**config.mk**
```make
export PLATFORM = sky130hd
export DESIGN_NAME = twmh_core
export DESIGN_NICKNAME = d
export VERILOG_FILES = /design/src/include/twmh_pkg.sv /design/src/rtl/twmh_core.sv /design/src/rtl/twmh_fifo.sv
export VERILOG_INCLUDE_DIRS = /design/src /design/src/include
export SDC_FILE = /design/constraint.sdc
export NUM_CORES = 1
export LEC_CHECK = 0
export ABC_AREA = 1
export ABC_CLOCK_PERIOD_IN_PS = 4150
export BUFFER_PORTS_ARGS = -buffer_cell sky130_fd_sc_hd__buf_2
export CORE_ASPECT_RATIO = 0.75
export CORE_MARGIN = 2
export CORE_UTILIZATION = 35
export DETAILED_ROUTE_END_ITERATION = 8
export SYNTH_ARGS = -nofsm -noshare
export SYNTH_HDL_FRONTEND = slang
export SYNTH_SLANG_ARGS = --single-unit
```
**constraint.sdc**
```tcl
create_clock -name i_ref_clk -period 4.15 [get_ports i_ref_clk]
set_input_delay 0.83 -clock i_ref_clk [delete_from_list [all_inputs] [get_ports i_ref_clk]]
set_output_delay 0.83 -clock i_ref_clk [all_outputs]
set_load 0.03 [all_outputs]
```
**src/include/twmh_map.svh**
```systemverilog
// Constants of the two-wire handshake block: status codes, field widths and bit timing.
`ifndef TWMH_MAP_SVH
`define TWMH_MAP_SVH

// Status codes, upper five bits significant, lower three bits always zero.
`define TWMH_CODE_START 8'h08
`define TWMH_CODE_RSTART 8'h10
`define TWMH_CODE_AW_ACK 8'h18
`define TWMH_CODE_AW_NACK 8'h20
`define TWMH_CODE_DW_ACK 8'h28
`define TWMH_CODE_DW_NACK 8'h30
`define TWMH_CODE_AR_ACK 8'h40
`define TWMH_CODE_AR_NACK 8'h48
`define TWMH_CODE_DR_ACK 8'h50
`define TWMH_CODE_DR_NACK 8'h58
`define TWMH_CODE_S_AW 8'h60
`define TWMH_CODE_S_DR_ACK 8'h80
`define TWMH_CODE_S_DR_NACK 8'h88
`define TWMH_CODE_S_STOP 8'hA0
`define TWMH_CODE_S_AR 8'hA8
`define TWMH_CODE_S_DT_ACK 8'hB8
`define TWMH_CODE_S_DT_NACK 8'hC0
`define TWMH_CODE_IDLE 8'hF8

// Byte size, ack slot index and the start-of-frame counter value.
`define TWMH_BYTE_BITS 8
`define TWMH_ACK_SLOT 4'h8
`define TWMH_CNT_ARM 4'hF

// Quarter bit period of the master clock in ns and in 5 ns reference cycles.
`define TWMH_CLK_NS 5
`define TWMH_QTR_NS 2500
`define TWMH_QTR_CYC ((`TWMH_QTR_NS) / (`TWMH_CLK_NS))
`define TWMH_QTR_W 10

// Transmit FIFO geometry.
`define TWMH_FIFO_W 8
`define TWMH_FIFO_D 8

`endif

```
**src/include/twmh_pkg.sv**
```systemverilog
// Types shared by the two-wire handshake block.
`default_nettype none

package twmh_pkg;

  // Control word that software writes in one strobe.
  typedef struct packed {
    logic flag_clear;
    logic ack_en;
    logic start_req;
    logic stop_req;
    logic enable;
  } twmh_ctrl_type;

  // Sequencer states, one-hot.
  typedef enum logic [5:0] {
    ST_IDLE = 6'h01,
    ST_MBIT = 6'h02,
    ST_HOLD = 6'h04,
    ST_STOP = 6'h08,
    ST_RSTART = 6'h10,
    ST_SBIT = 6'h20
  } twmh_state_type;

  // Operating role of the interface.
  typedef enum logic [2:0] {
    ROLE_NONE = 3'h0,
    ROLE_MASTER_TRANSMIT = 3'h1,
    ROLE_MASTER_RECEIVE = 3'h2,
    ROLE_SLAVE_TRANSMIT = 3'h3,
    ROLE_SLAVE_RECEIVE = 3'h4
  } twmh_role_type;

endpackage : twmh_pkg

`default_nettype wire

```
**src/rtl/twmh_core.sv**
```systemverilog
// Byte-level two-wire interface with the software done-flag handshake.
`timescale 1ns/1ps
`default_nettype none
`include "twmh_map.svh"

module twmh_core
  import twmh_pkg::*;
(
  input wire logic i_ref_clk,
  input wire logic i_rstn,
  input wire twmh_ctrl_type i_ctrl,
  input wire logic i_ctrl_wr,
  input wire logic [7:0] i_data,
  input wire logic i_data_valid,
  output logic o_data_ready,
  input wire logic [6:0] i_own_addr,
  input wire logic i_scl_i,
  input wire logic i_sda_i,
  output logic o_scl_o,
  output logic o_scl_oe,
  output logic o_sda_o,
  output logic o_sda_oe,
  output logic o_done,
  output logic [7:0] o_status,
  output logic [7:0] o_rx_data,
  output logic o_stop_req,
  output logic o_enable,
  output twmh_role_type o_role
);
  twmh_state_type state;
  logic [1:0] phase;
  logic [`TWMH_QTR_W-1:0] qtr_cnt;
  logic tick;
  logic [3:0] bit_cnt;
  logic [7:0] shreg;
  logic is_master;
  logic addr_phase;
  logic addr_now;
  logic rx_dir;
  logic s_tx;
  logic ack_bit;
  logic set_pulse;
  logic stop_done;
  logic ack_en;
  logic start_req;
  logic [1:0] scl_sync;
  logic [1:0] sda_sync;
  logic scl_q;
  logic sda_q;
  logic scl_rise;
  logic scl_fall;
  logic start_det;
  logic stop_det;
  logic bus_busy;
  logic f_valid;
  logic f_pop;
  logic [7:0] f_data;
  logic m_tx;

  ////////////////////////////////////////////////////////////////////////////
  // Transmit bytes wait in the FIFO until the sequencer takes them.
  twmh_fifo #(
    .WIDTH(`TWMH_FIFO_W),
    .DEPTH(`TWMH_FIFO_D)
  ) u_fifo (
    .i_ref_clk(i_ref_clk),
    .i_rstn(i_rstn),
    .i_valid(i_data_valid),
    .o_ready(o_data_ready),
    .i_data(i_data),
    .o_valid(f_valid),
    .i_ready(f_pop),
    .o_data(f_data)
  );

  // Open-drain pins only ever pull low.
  always_ff @(posedge i_ref_clk or negedge i_rstn)
  begin
    if (!i_rstn)
    begin
      o_scl_o <= 1'b0;
      o_sda_o <= 1'b0;
    end
    else
    begin
      o_scl_o <= 1'b0;
      o_sda_o <= 1'b0;
    end
  end

  ////////////////////////////////////////////////////////////////////////////
  // Bus lines pass two flops, then a third stage for edge detection.
  always_ff @(posedge i_ref_clk or negedge i_rstn)
  begin
    if (!i_rstn)
    begin
      scl_sync <= 2'h3;
      sda_sync <= 2'h3;
      scl_q <= 1'b1;
      sda_q <= 1'b1;
    end
    else
    begin
      scl_sync <= {scl_sync[0], i_scl_i};
      sda_sync <= {sda_sync[0], i_sda_i};
      scl_q <= scl_sync[1];
      sda_q <= sda_sync[1];
    end
  end

  // Line events, and start and stop conditions seen with clock high.
  assign scl_rise = scl_sync[1] && !scl_q;
  assign scl_fall = !scl_sync[1] && scl_q;
  assign start_det = scl_sync[1] && scl_q && sda_q && !sda_sync[1];
  assign stop_det = scl_sync[1] && scl_q && !sda_q && sda_sync[1];
  assign m_tx = addr_now || !rx_dir;

  // Bus occupancy between any start and the following stop.
  always_ff @(posedge i_ref_clk or negedge i_rstn)
  begin
    if (!i_rstn)
    begin
      bus_busy <= 1'b0;
    end
    else if (start_det)
    begin
      bus_busy <= 1'b1;
    end
    else if (stop_det)
    begin
      bus_busy <= 1'b0;
    end
  end

  ////////////////////////////////////////////////////////////////////////////
  // Quarter-bit enable for the master clock; idle outside master states.
  assign tick = (qtr_cnt == `TWMH_QTR_W'(`TWMH_QTR_CYC - 1));

  always_ff @(posedge i_ref_clk or negedge i_rstn)
  begin
    if (!i_rstn)
    begin
      qtr_cnt <= '0;
    end
    else if (tick || state == ST_IDLE || state == ST_HOLD || state == ST_SBIT)
    begin
      qtr_cnt <= '0;
    end
    else
    begin
      qtr_cnt <= qtr_cnt + 1'b1;
    end
  end

  ////////////////////////////////////////////////////////////////////////////
  // Control bits written by software; stop request drops after the stop.
  always_ff @(posedge i_ref_clk or negedge i_rstn)
  begin
    if (!i_rstn)
    begin
      o_enable <= 1'b0;
      ack_en <= 1'b0;
      start_req <= 1'b0;
      o_stop_req <= 1'b0;
    end
    else if (i_ctrl_wr)
    begin
      o_enable <= i_ctrl.enable;
      ack_en <= i_ctrl.ack_en;
      start_req <= i_ctrl.start_req;
      o_stop_req <= i_ctrl.stop_req;
    end
    else if (stop_done)
    begin
      o_stop_req <= 1'b0;
    end
  end

  // Done flag: hardware set wins over a software clear in the same cycle.
  always_ff @(posedge i_ref_clk or negedge i_rstn)
  begin
    if (!i_rstn)
    begin
      o_done <= 1'b0;
    end
    else if (set_pulse)
    begin
      o_done <= 1'b1;
    end
    else if (i_ctrl_wr && i_ctrl.flag_clear)
    begin
      o_done <= 1'b0;
    end
  end

  ////////////////////////////////////////////////////////////////////////////
  // Sequencer for master and slave byte transfers.
  always_ff @(posedge i_ref_clk or negedge i_rstn)
  begin
    if (!i_rstn)
    begin
      state <= ST_IDLE;
      phase <= 2'h0;
      bit_cnt <= 4'h0;
      shreg <= 8'h00;
      is_master <= 1'b0;
      addr_phase <= 1'b0;
      addr_now <= 1'b0;
      rx_dir <= 1'b0;
      s_tx <= 1'b0;
      ack_bit <= 1'b1;
      set_pulse <= 1'b0;
      stop_done <= 1'b0;
      f_pop <= 1'b0;
      o_scl_oe <= 1'b0;
      o_sda_oe <= 1'b0;
      o_status <= `TWMH_CODE_IDLE;
      o_rx_data <= 8'h00;
      o_role <= ROLE_NONE;
    end
    else
    begin
      set_pulse <= 1'b0;
      stop_done <= 1'b0;
      f_pop <= 1'b0;
      if (!o_enable)
      begin
        state <= ST_IDLE;
        is_master <= 1'b0;
        o_scl_oe <= 1'b0;
        o_sda_oe <= 1'b0;
        o_role <= ROLE_NONE;
      end
      else
      begin
        case (state)
          ST_IDLE:
          begin
            o_scl_oe <= 1'b0;
            o_sda_oe <= 1'b0;
            is_master <= 1'b0;
            if (start_req && !o_done && !bus_busy)
            begin
              state <= ST_RSTART;
              phase <= 2'h2;
            end
            else if (start_det)
            begin
              state <= ST_SBIT;
              bit_cnt <= `TWMH_CNT_ARM;
              addr_now <= 1'b1;
              s_tx <= 1'b0;
            end
          end
          ST_RSTART:
          begin
            if (tick)
            begin
              phase <= phase + 1'b1;
              case (phase)
                2'h0: o_sda_oe <= 1'b0;
                2'h1:
                begin
                  o_scl_oe <= 1'b0;
                  if (!scl_sync[1])
                  begin
                    phase <= phase;
                  end
                end
                2'h2: o_sda_oe <= 1'b1;
                default:
                begin
                  o_scl_oe <= 1'b1;
                  o_status <= is_master ? `TWMH_CODE_RSTART : `TWMH_CODE_START;
                  set_pulse <= 1'b1;
                  is_master <= 1'b1;
                  addr_phase <= 1'b1;
                  state <= ST_HOLD;
                end
              endcase
            end
          end
          ST_MBIT:
          begin
            if (tick)
            begin
              phase <= phase + 1'b1;
              case (phase)
                2'h0:
                begin
                  if (bit_cnt == `TWMH_ACK_SLOT)
                  begin
                    o_sda_oe <= !m_tx && ack_en;
                  end
                  else
                  begin
                    o_sda_oe <= m_tx && !shreg[7];
                  end
                end
                2'h1:
                begin
                  o_scl_oe <= 1'b0;
                  if (!scl_sync[1])
                  begin
                    phase <= phase;
                  end
                end
                2'h2:
                begin
                  if (bit_cnt == `TWMH_ACK_SLOT)
                  begin
                    ack_bit <= sda_sync[1];
                  end
                  else
                  begin
                    shreg <= {shreg[6:0], sda_sync[1]};
                  end
                end
                default:
                begin
                  o_scl_oe <= 1'b1;
                  bit_cnt <= bit_cnt + 1'b1;
                  if (bit_cnt == `TWMH_ACK_SLOT)
                  begin
                    o_sda_oe <= 1'b0;
                    set_pulse <= 1'b1;
                    state <= ST_HOLD;
                    if (addr_now)
                    begin
                      o_role <= rx_dir ? ROLE_MASTER_RECEIVE : ROLE_MASTER_TRANSMIT;
                      o_status <= rx_dir ? (ack_bit ? `TWMH_CODE_AR_NACK : `TWMH_CODE_AR_ACK)
                                         : (ack_bit ? `TWMH_CODE_AW_NACK : `TWMH_CODE_AW_ACK);
                    end
                    else if (!rx_dir)
                    begin
                      o_status <= ack_bit ? `TWMH_CODE_DW_NACK : `TWMH_CODE_DW_ACK;
                    end
                    else
                    begin
                      o_rx_data <= shreg;
                      o_status <= ack_en ? `TWMH_CODE_DR_ACK : `TWMH_CODE_DR_NACK;
                    end
                  end
                end
              endcase
            end
          end
          ST_HOLD:
          begin
            o_scl_oe <= 1'b1;
            if (!is_master && stop_det)
            begin
              o_status <= `TWMH_CODE_S_STOP;
              set_pulse <= 1'b1;
              o_sda_oe <= 1'b0;
              o_scl_oe <= 1'b0;
              state <= ST_IDLE;
            end
            else if (!o_done && !set_pulse)
            begin
              if (is_master && o_stop_req)
              begin
                state <= ST_STOP;
                phase <= 2'h0;
              end
              else if (is_master && start_req)
              begin
                state <= ST_RSTART;
                phase <= 2'h0;
              end
              else if (is_master && !(addr_phase || !rx_dir))
              begin
                state <= ST_MBIT;
                phase <= 2'h0;
                bit_cnt <= 4'h0;
                addr_now <= 1'b0;
              end
              else if (f_valid && !f_pop)
              begin
                f_pop <= 1'b1;
                shreg <= f_data;
                bit_cnt <= 4'h0;
                if (is_master)
                begin
                  state <= ST_MBIT;
                  phase <= 2'h0;
                  addr_now <= addr_phase;
                  addr_phase <= 1'b0;
                  if (addr_phase)
                  begin
                    rx_dir <= f_data[0];
                  end
                end
                else
                begin
                  state <= ST_SBIT;
                  o_scl_oe <= 1'b0;
                  o_sda_oe <= s_tx && !f_data[7];
                end
              end
              else if (!is_master && !s_tx)
              begin
                state <= ST_SBIT;
                o_scl_oe <= 1'b0;
              end
            end
          end
          ST_STOP:
          begin
            if (tick)
            begin
              phase <= phase + 1'b1;
              case (phase)
                2'h0: o_sda_oe <= 1'b1;
                2'h1:
                begin
                  o_scl_oe <= 1'b0;
                  if (!scl_sync[1])
                  begin
                    phase <= phase;
                  end
                end
                default:
                begin
                  o_sda_oe <= 1'b0;
                  stop_done <= 1'b1;
                  o_role <= ROLE_NONE;
                  state <= ST_IDLE;
                end
              endcase
            end
          end
          ST_SBIT:
          begin
            if (stop_det)
            begin
              o_sda_oe <= 1'b0;
              o_status <= `TWMH_CODE_S_STOP;
              set_pulse <= !addr_now;
              state <= ST_IDLE;
            end
            else if (start_det)
            begin
              bit_cnt <= `TWMH_CNT_ARM;
              addr_now <= 1'b1;
              s_tx <= 1'b0;
            end
            else if (scl_rise)
            begin
              if (bit_cnt == `TWMH_ACK_SLOT)
              begin
                ack_bit <= sda_sync[1];
              end
              else if (bit_cnt < `TWMH_ACK_SLOT && !s_tx)
              begin
                shreg <= {shreg[6:0], sda_sync[1]};
              end
            end
            else if (scl_fall)
            begin
              bit_cnt <= bit_cnt + 1'b1;
              if (bit_cnt < 4'h7 || bit_cnt == `TWMH_CNT_ARM)
              begin
                if (s_tx)
                begin
                  shreg <= {shreg[6:0], 1'b0};
                  o_sda_oe <= !shreg[6];
                end
              end
              else if (bit_cnt == 4'h7)
              begin
                // Slave acknowledges its own address or data while ack is enabled.
                o_sda_oe <= !s_tx && ack_en && (!addr_now || shreg[7:1] == i_own_addr);
              end
              else if (addr_now && !o_sda_oe)
              begin
                state <= ST_IDLE;
              end
              else
              begin
                o_sda_oe <= 1'b0;
                o_scl_oe <= 1'b1;
                bit_cnt <= 4'h0;
                set_pulse <= 1'b1;
                state <= ST_HOLD;
                addr_now <= 1'b0;
                if (addr_now)
                begin
                  s_tx <= shreg[0];
                  o_role <= shreg[0] ? ROLE_SLAVE_TRANSMIT : ROLE_SLAVE_RECEIVE;
                  o_status <= shreg[0] ? `TWMH_CODE_S_AR : `TWMH_CODE_S_AW;
                end
                else if (s_tx)
                begin
                  o_status <= ack_bit ? `TWMH_CODE_S_DT_NACK : `TWMH_CODE_S_DT_ACK;
                end
                else
                begin
                  o_rx_data <= shreg;
                  o_status <= o_sda_oe ? `TWMH_CODE_S_DR_ACK : `TWMH_CODE_S_DR_NACK;
                end
              end
            end
          end
          default:
          begin
            state <= ST_IDLE;
          end
        endcase
      end
    end
  end
endmodule : twmh_core

`default_nettype wire

```
**src/rtl/twmh_fifo.sv**
```systemverilog
// Synchronous FIFO with valid and ready on both sides.
`timescale 1ns/1ps
`default_nettype none

module twmh_fifo #(
  parameter int WIDTH = 8,
  parameter int DEPTH = 8
) (
  input wire logic i_ref_clk,
  input wire logic i_rstn,
  input wire logic i_valid,
  output logic o_ready,
  input wire logic [WIDTH-1:0] i_data,
  output logic o_valid,
  input wire logic i_ready,
  output logic [WIDTH-1:0] o_data
);
  localparam int AW = $clog2(DEPTH);

  logic [WIDTH-1:0] mem [DEPTH];
  logic [AW-1:0] wr_ptr;
  logic [AW-1:0] rd_ptr;
  logic [AW:0] count;
  logic push;
  logic pop;
  logic [AW:0] next_count;

  ////////////////////////////////////////////////////////////////////////////
  // Handshakes and the next fill level.
  assign push = i_valid && o_ready;
  assign pop = o_valid && i_ready;
  assign o_valid = (count != '0);
  assign o_data = mem[rd_ptr];
  assign next_count = count + (AW+1)'(push) - (AW+1)'(pop);

  ////////////////////////////////////////////////////////////////////////////
  // Storage array, written on push.
  always_ff @(posedge i_ref_clk)
  begin
    if (push)
    begin
      mem[wr_ptr] <= i_data;
    end
  end

  // Pointers, fill level and a registered ready that drops when full.
  always_ff @(posedge i_ref_clk or negedge i_rstn)
  begin
    if (!i_rstn)
    begin
      wr_ptr <= '0;
      rd_ptr <= '0;
      count <= '0;
      o_ready <= 1'b0;
    end
    else
    begin
      if (push)
      begin
        wr_ptr <= (wr_ptr == AW'(DEPTH - 1)) ? '0 : wr_ptr + 1'b1;
      end
      if (pop)
      begin
        rd_ptr <= (rd_ptr == AW'(DEPTH - 1)) ? '0 : rd_ptr + 1'b1;
      end
      count <= next_count;
      o_ready <= (next_count < (AW+1)'(DEPTH));
    end
  end

endmodule : twmh_fifo

`default_nettype wire

```
==> flow_summary_export.csv <==
group,metric,value,unit
pwr,p_seq_frac,0.381,
yosys,synth_edf_count,64,
timing,worst_pin_slew,1020,ps
flow_run,cap_viol_max_count,0,
yosys,synth_cells,957,
worst_setup_path,endpoint_kind,"flip-flop",
yosys,synth_fa_ha_area_frac,0.0370,
yosys,synth_cell_types,53,
floorplanning,die_x,178,µm
clock_tree,cts_buffer_depth,2,
yosys,synth-compound-area-share,0.117,
detailed_routing,routedWlPerCell,17.5,µm
yosys,synthSimpleGateAreaFrac,0.271,
yosys,seq_area_frac_synth,0.494,
clock_tree,hold_buffers,0,
clock_tree,cts_setup_buffers,0,
worst_setup_path,arrival,3020,ps
timing,max_freq,0.368,GHz
timing,hold_viol,0,
timing,setup-tns-final,0,ps
worst_setup_path,setup.worst_path.class,"flip-flop to flip-flop",
finish,final_cell_mix,"nand2_1 (220), nor2_1 (129), inv_1 (96), o21ai_0 (80), dfrtp_1 (67)",
global_route,grt.overflow.total,0,
timing,fin_crit,2720,ps
timing,rsz0062_at_grt,"no",
worst_setup_path,path_max_fanout,26,
finish,diodes,0,
detailed_routing,ant_nets,0,
detailed_routing,drtPass1Iterations,5,
finish,multi_input_area,3470,µm²
global_route,antenna_found_initial,0,
yosys,synth.cell_area,7970,µm²
yosys,synth_warnings,0,
clock_tree,cts_tree,"done",
clock_tree,clock_sinks,144,
pwr,internal-power,3.03,mW
pwr,power_density,564,nW/µm²
yosys,syn_area_per_cell,8.33,µm²
global_route,grt_util_all_layers,0.198,
detailed_routing,routed_wl,22.8,mm
global_route,grt_max_degree,66,
status,run_status,"completed",
yosys,synthMuxAreaShare,0.00141,
hold_path,worstHoldPathType,"flip-flop to flip-flop",
placement,place_congestion,0.996,
detailed_routing,drc,0,
placement,post-place-ws,1530,ps
pwr,swShare,0.407,
global_route,grt_pass1_vias,6297,
floorplanning,ios,53,
finish,final_nets,1047,
clock_tree,clk_pin_slew,70,ps
finish,n_fill_cell,2255,
timing,fin_skew,15.1,ps
yosys,synth_top_family_by_area,"simple AND/OR/NAND/NOR gates",
pwr,p_leak,3.90,nW
floorplanning,die_y,135,µm
finish,seqCellArea,3940,µm²
worst_setup_path,worst_ep_required_time,4450,ps
clock_tree,root_buffer,"clkbuf_16",
pwr,p_switching,2.08,mW
clock_tree,numCtsBuffers,17,
timing,fin_crit_sh,0.654,
floorplanning,core-area,22200,µm²
yosys,synthTopCellsByArea,"edfxtp_1 (24%), dfrtp_1 (21%), nand2_1 (10%), nor2_1 (6.1%), o21ai_0 (5.0%)",
timing,maxSlewViolCount,0,
clock_tree,htree_levels,4,
finish,layout_commonest_cell,"nand2_1",
pwr,p_comb_frac,0.312,
yosys,synth_top_cell_by_area,"edfxtp_1",
floorplanning,row_count,47,
finish,drive_gt1_frac,0.142,
floorplanning,dieArea,24000,µm²
yosys,synthXorXnorAreaFrac,0.00769,
clock_tree,cts_resized,0,
yosys,async_flop_share,0.556,
floorplanning,start_util,0.359,
yosys,synth_top_cell_area_share,0.241,
pwr,ir_drop,0.277,mV
detailed_routing,dr_total_vias,6840,
detailed_routing,initialDrtViolationCount,821,
finish,syn2layout_area_growth,13.6,%
placement,hpwl,16.2,mm
worst_setup_path,slowest_delay,930,ps
pwr,clkPwrFrac,0.307,
worst_setup_path,crit_chain,"inv_1 -> buf_4 -> a21oi_2 -> nand3_1 -> nor3_4 -> o21ai_0",
timing,max_slew_margin,0.317,
yosys,ys_ff_latch,144,
global_route,grt_first_pass_wirelength,35.8,mm
worst_setup_path,cp-start-kind,"flip-flop",
placement,port_buffers,47,
timing,hold_ws,358,ps
clock_tree,clock_latency,440,ps
yosys,synth_ff_type,"dfrtp_1",
worst_setup_path,critPathSlowestCell,"dfrtp_1",
timing,setup_slack,1430,ps
detailed_routing,via_per_inst,5.24,
timing,finalSetupViolCount,0,
==> power groups by stage <==
stage                     Combinational [mW]  Clock, mW  Sequential (mW)
after floorplan                         1.09          0             1.98
after global placement                  1.57          0             1.97
after detailed placement                1.57          0             1.97
after CTS                               1.58       1.59             1.95
after global routing                    1.79       1.66             1.98
final                                   1.59       1.57             1.95
==> final timing paths <==
path	startpoint	end	slack, ps	cells past startpoint
hold / removal	sda_sync[0]$_DFF_PN1_	sda_sync[1]$_DFF_PN1_	360	0
setup reg to reg	o_enable$_DFFE_PN0P_	o_rx_data[7]$_DFFE_PN0P_	1430	6
hold reg to reg	sda_sync[0]$_DFF_PN1_	sda_sync[1]$_DFF_PN1_	360	0
max in group asynchronous	i_rstn	state[0]$_DFFE_PN1P_	2840	2
setup / recovery	o_enable$_DFFE_PN0P_	o_rx_data[7]$_DFFE_PN0P_	1430	6
min in group asynchronous	i_rstn	qtr_cnt[6]$_DFF_PN0_	500	1
==> cells in the mapped netlist (8+ instances only) <==
cell / number
nor2_1: 129
edfxtp_1: 64
dfrtp_1: 67
o21ai_0: 80
a21oi_1: 25
nand2_1: 220
nand2_2: 8
o221ai_1: 13
inv_1: 96
nand4_1: 9
o21ai_1: 14
clkbuf_1: 16
nor2_2: 12
nor3_1: 14
nand3_1: 61
dfstp_2: 13
ha_1: 22
==> layer usage <==
metal / vias up / share of wire / GRT usage
met5: - / 0 / 0
met4: 0 / 0.015 / 0.0506
met3: 33 / 0.099 / 0.0600
met2: 310 / 0.39 / 0.260
met1: 3249 / 0.50 / 0.309
li1: 3248 / - / -
==> final cells by class <==
class	instances	share of cell area
Sequential cell	144	0.435
Multi-Input combinational cell	680	0.384
Clock buffer	17	0.0470
Inverter	104	0.0431
Tap cell	294	0.0406
Timing Repair Buffer	51	0.0296
Clock inverter	15	0.0206
==> through the flow <==
stage                     instances  instance area, µm²   util  power, mW
after floorplan                 961                7990      -       3.07
after global placement         1273                8440  0.380       3.54
after detailed placement       1273                8440  0.380       3.54
after CTS                      1305                9050  0.407       5.11
after global routing           1305                9050  0.407       5.43
final                          1305                9050  0.407       5.11
==> flip-flops by register name, indices dropped and copies added (netlist names), 2 cells and up <==
signal         count
bit_cnt            4
o_role             3
o_rx_data          8
o_status           5
phase              2
qtr_cnt           10
scl_sync           2
sda_sync           2
shreg              8
state              6
u_fifo.count       4
u_fifo.mem        64
u_fifo.rd_ptr      3
u_fifo.wr_ptr      3
==> critical path: cells and delay by family (launching register included) <==
| kind | cells | cell delay [ps] |
|---|---|---|
| AOI/OAI and AO/OA | 2 | 330 |
| and+or+nand+nor | 2 | 600 |
| DFF | 1 | 930 |
| buffers and inverters | 2 | 700 |
==> kinds of logic (layout without fill, tap and decap cells) <==
group,after synthesis,count (layout)
and+or+nand+nor,483,483
xor gates and xnor gates,7,7
adders and majority gates,23,23
other,1,5
AOI/OAI and AO/OA,161,161
muxes,1,1
buffers and inverters,137,187
DFF,144,144
(Power assumes the default switching activity.)
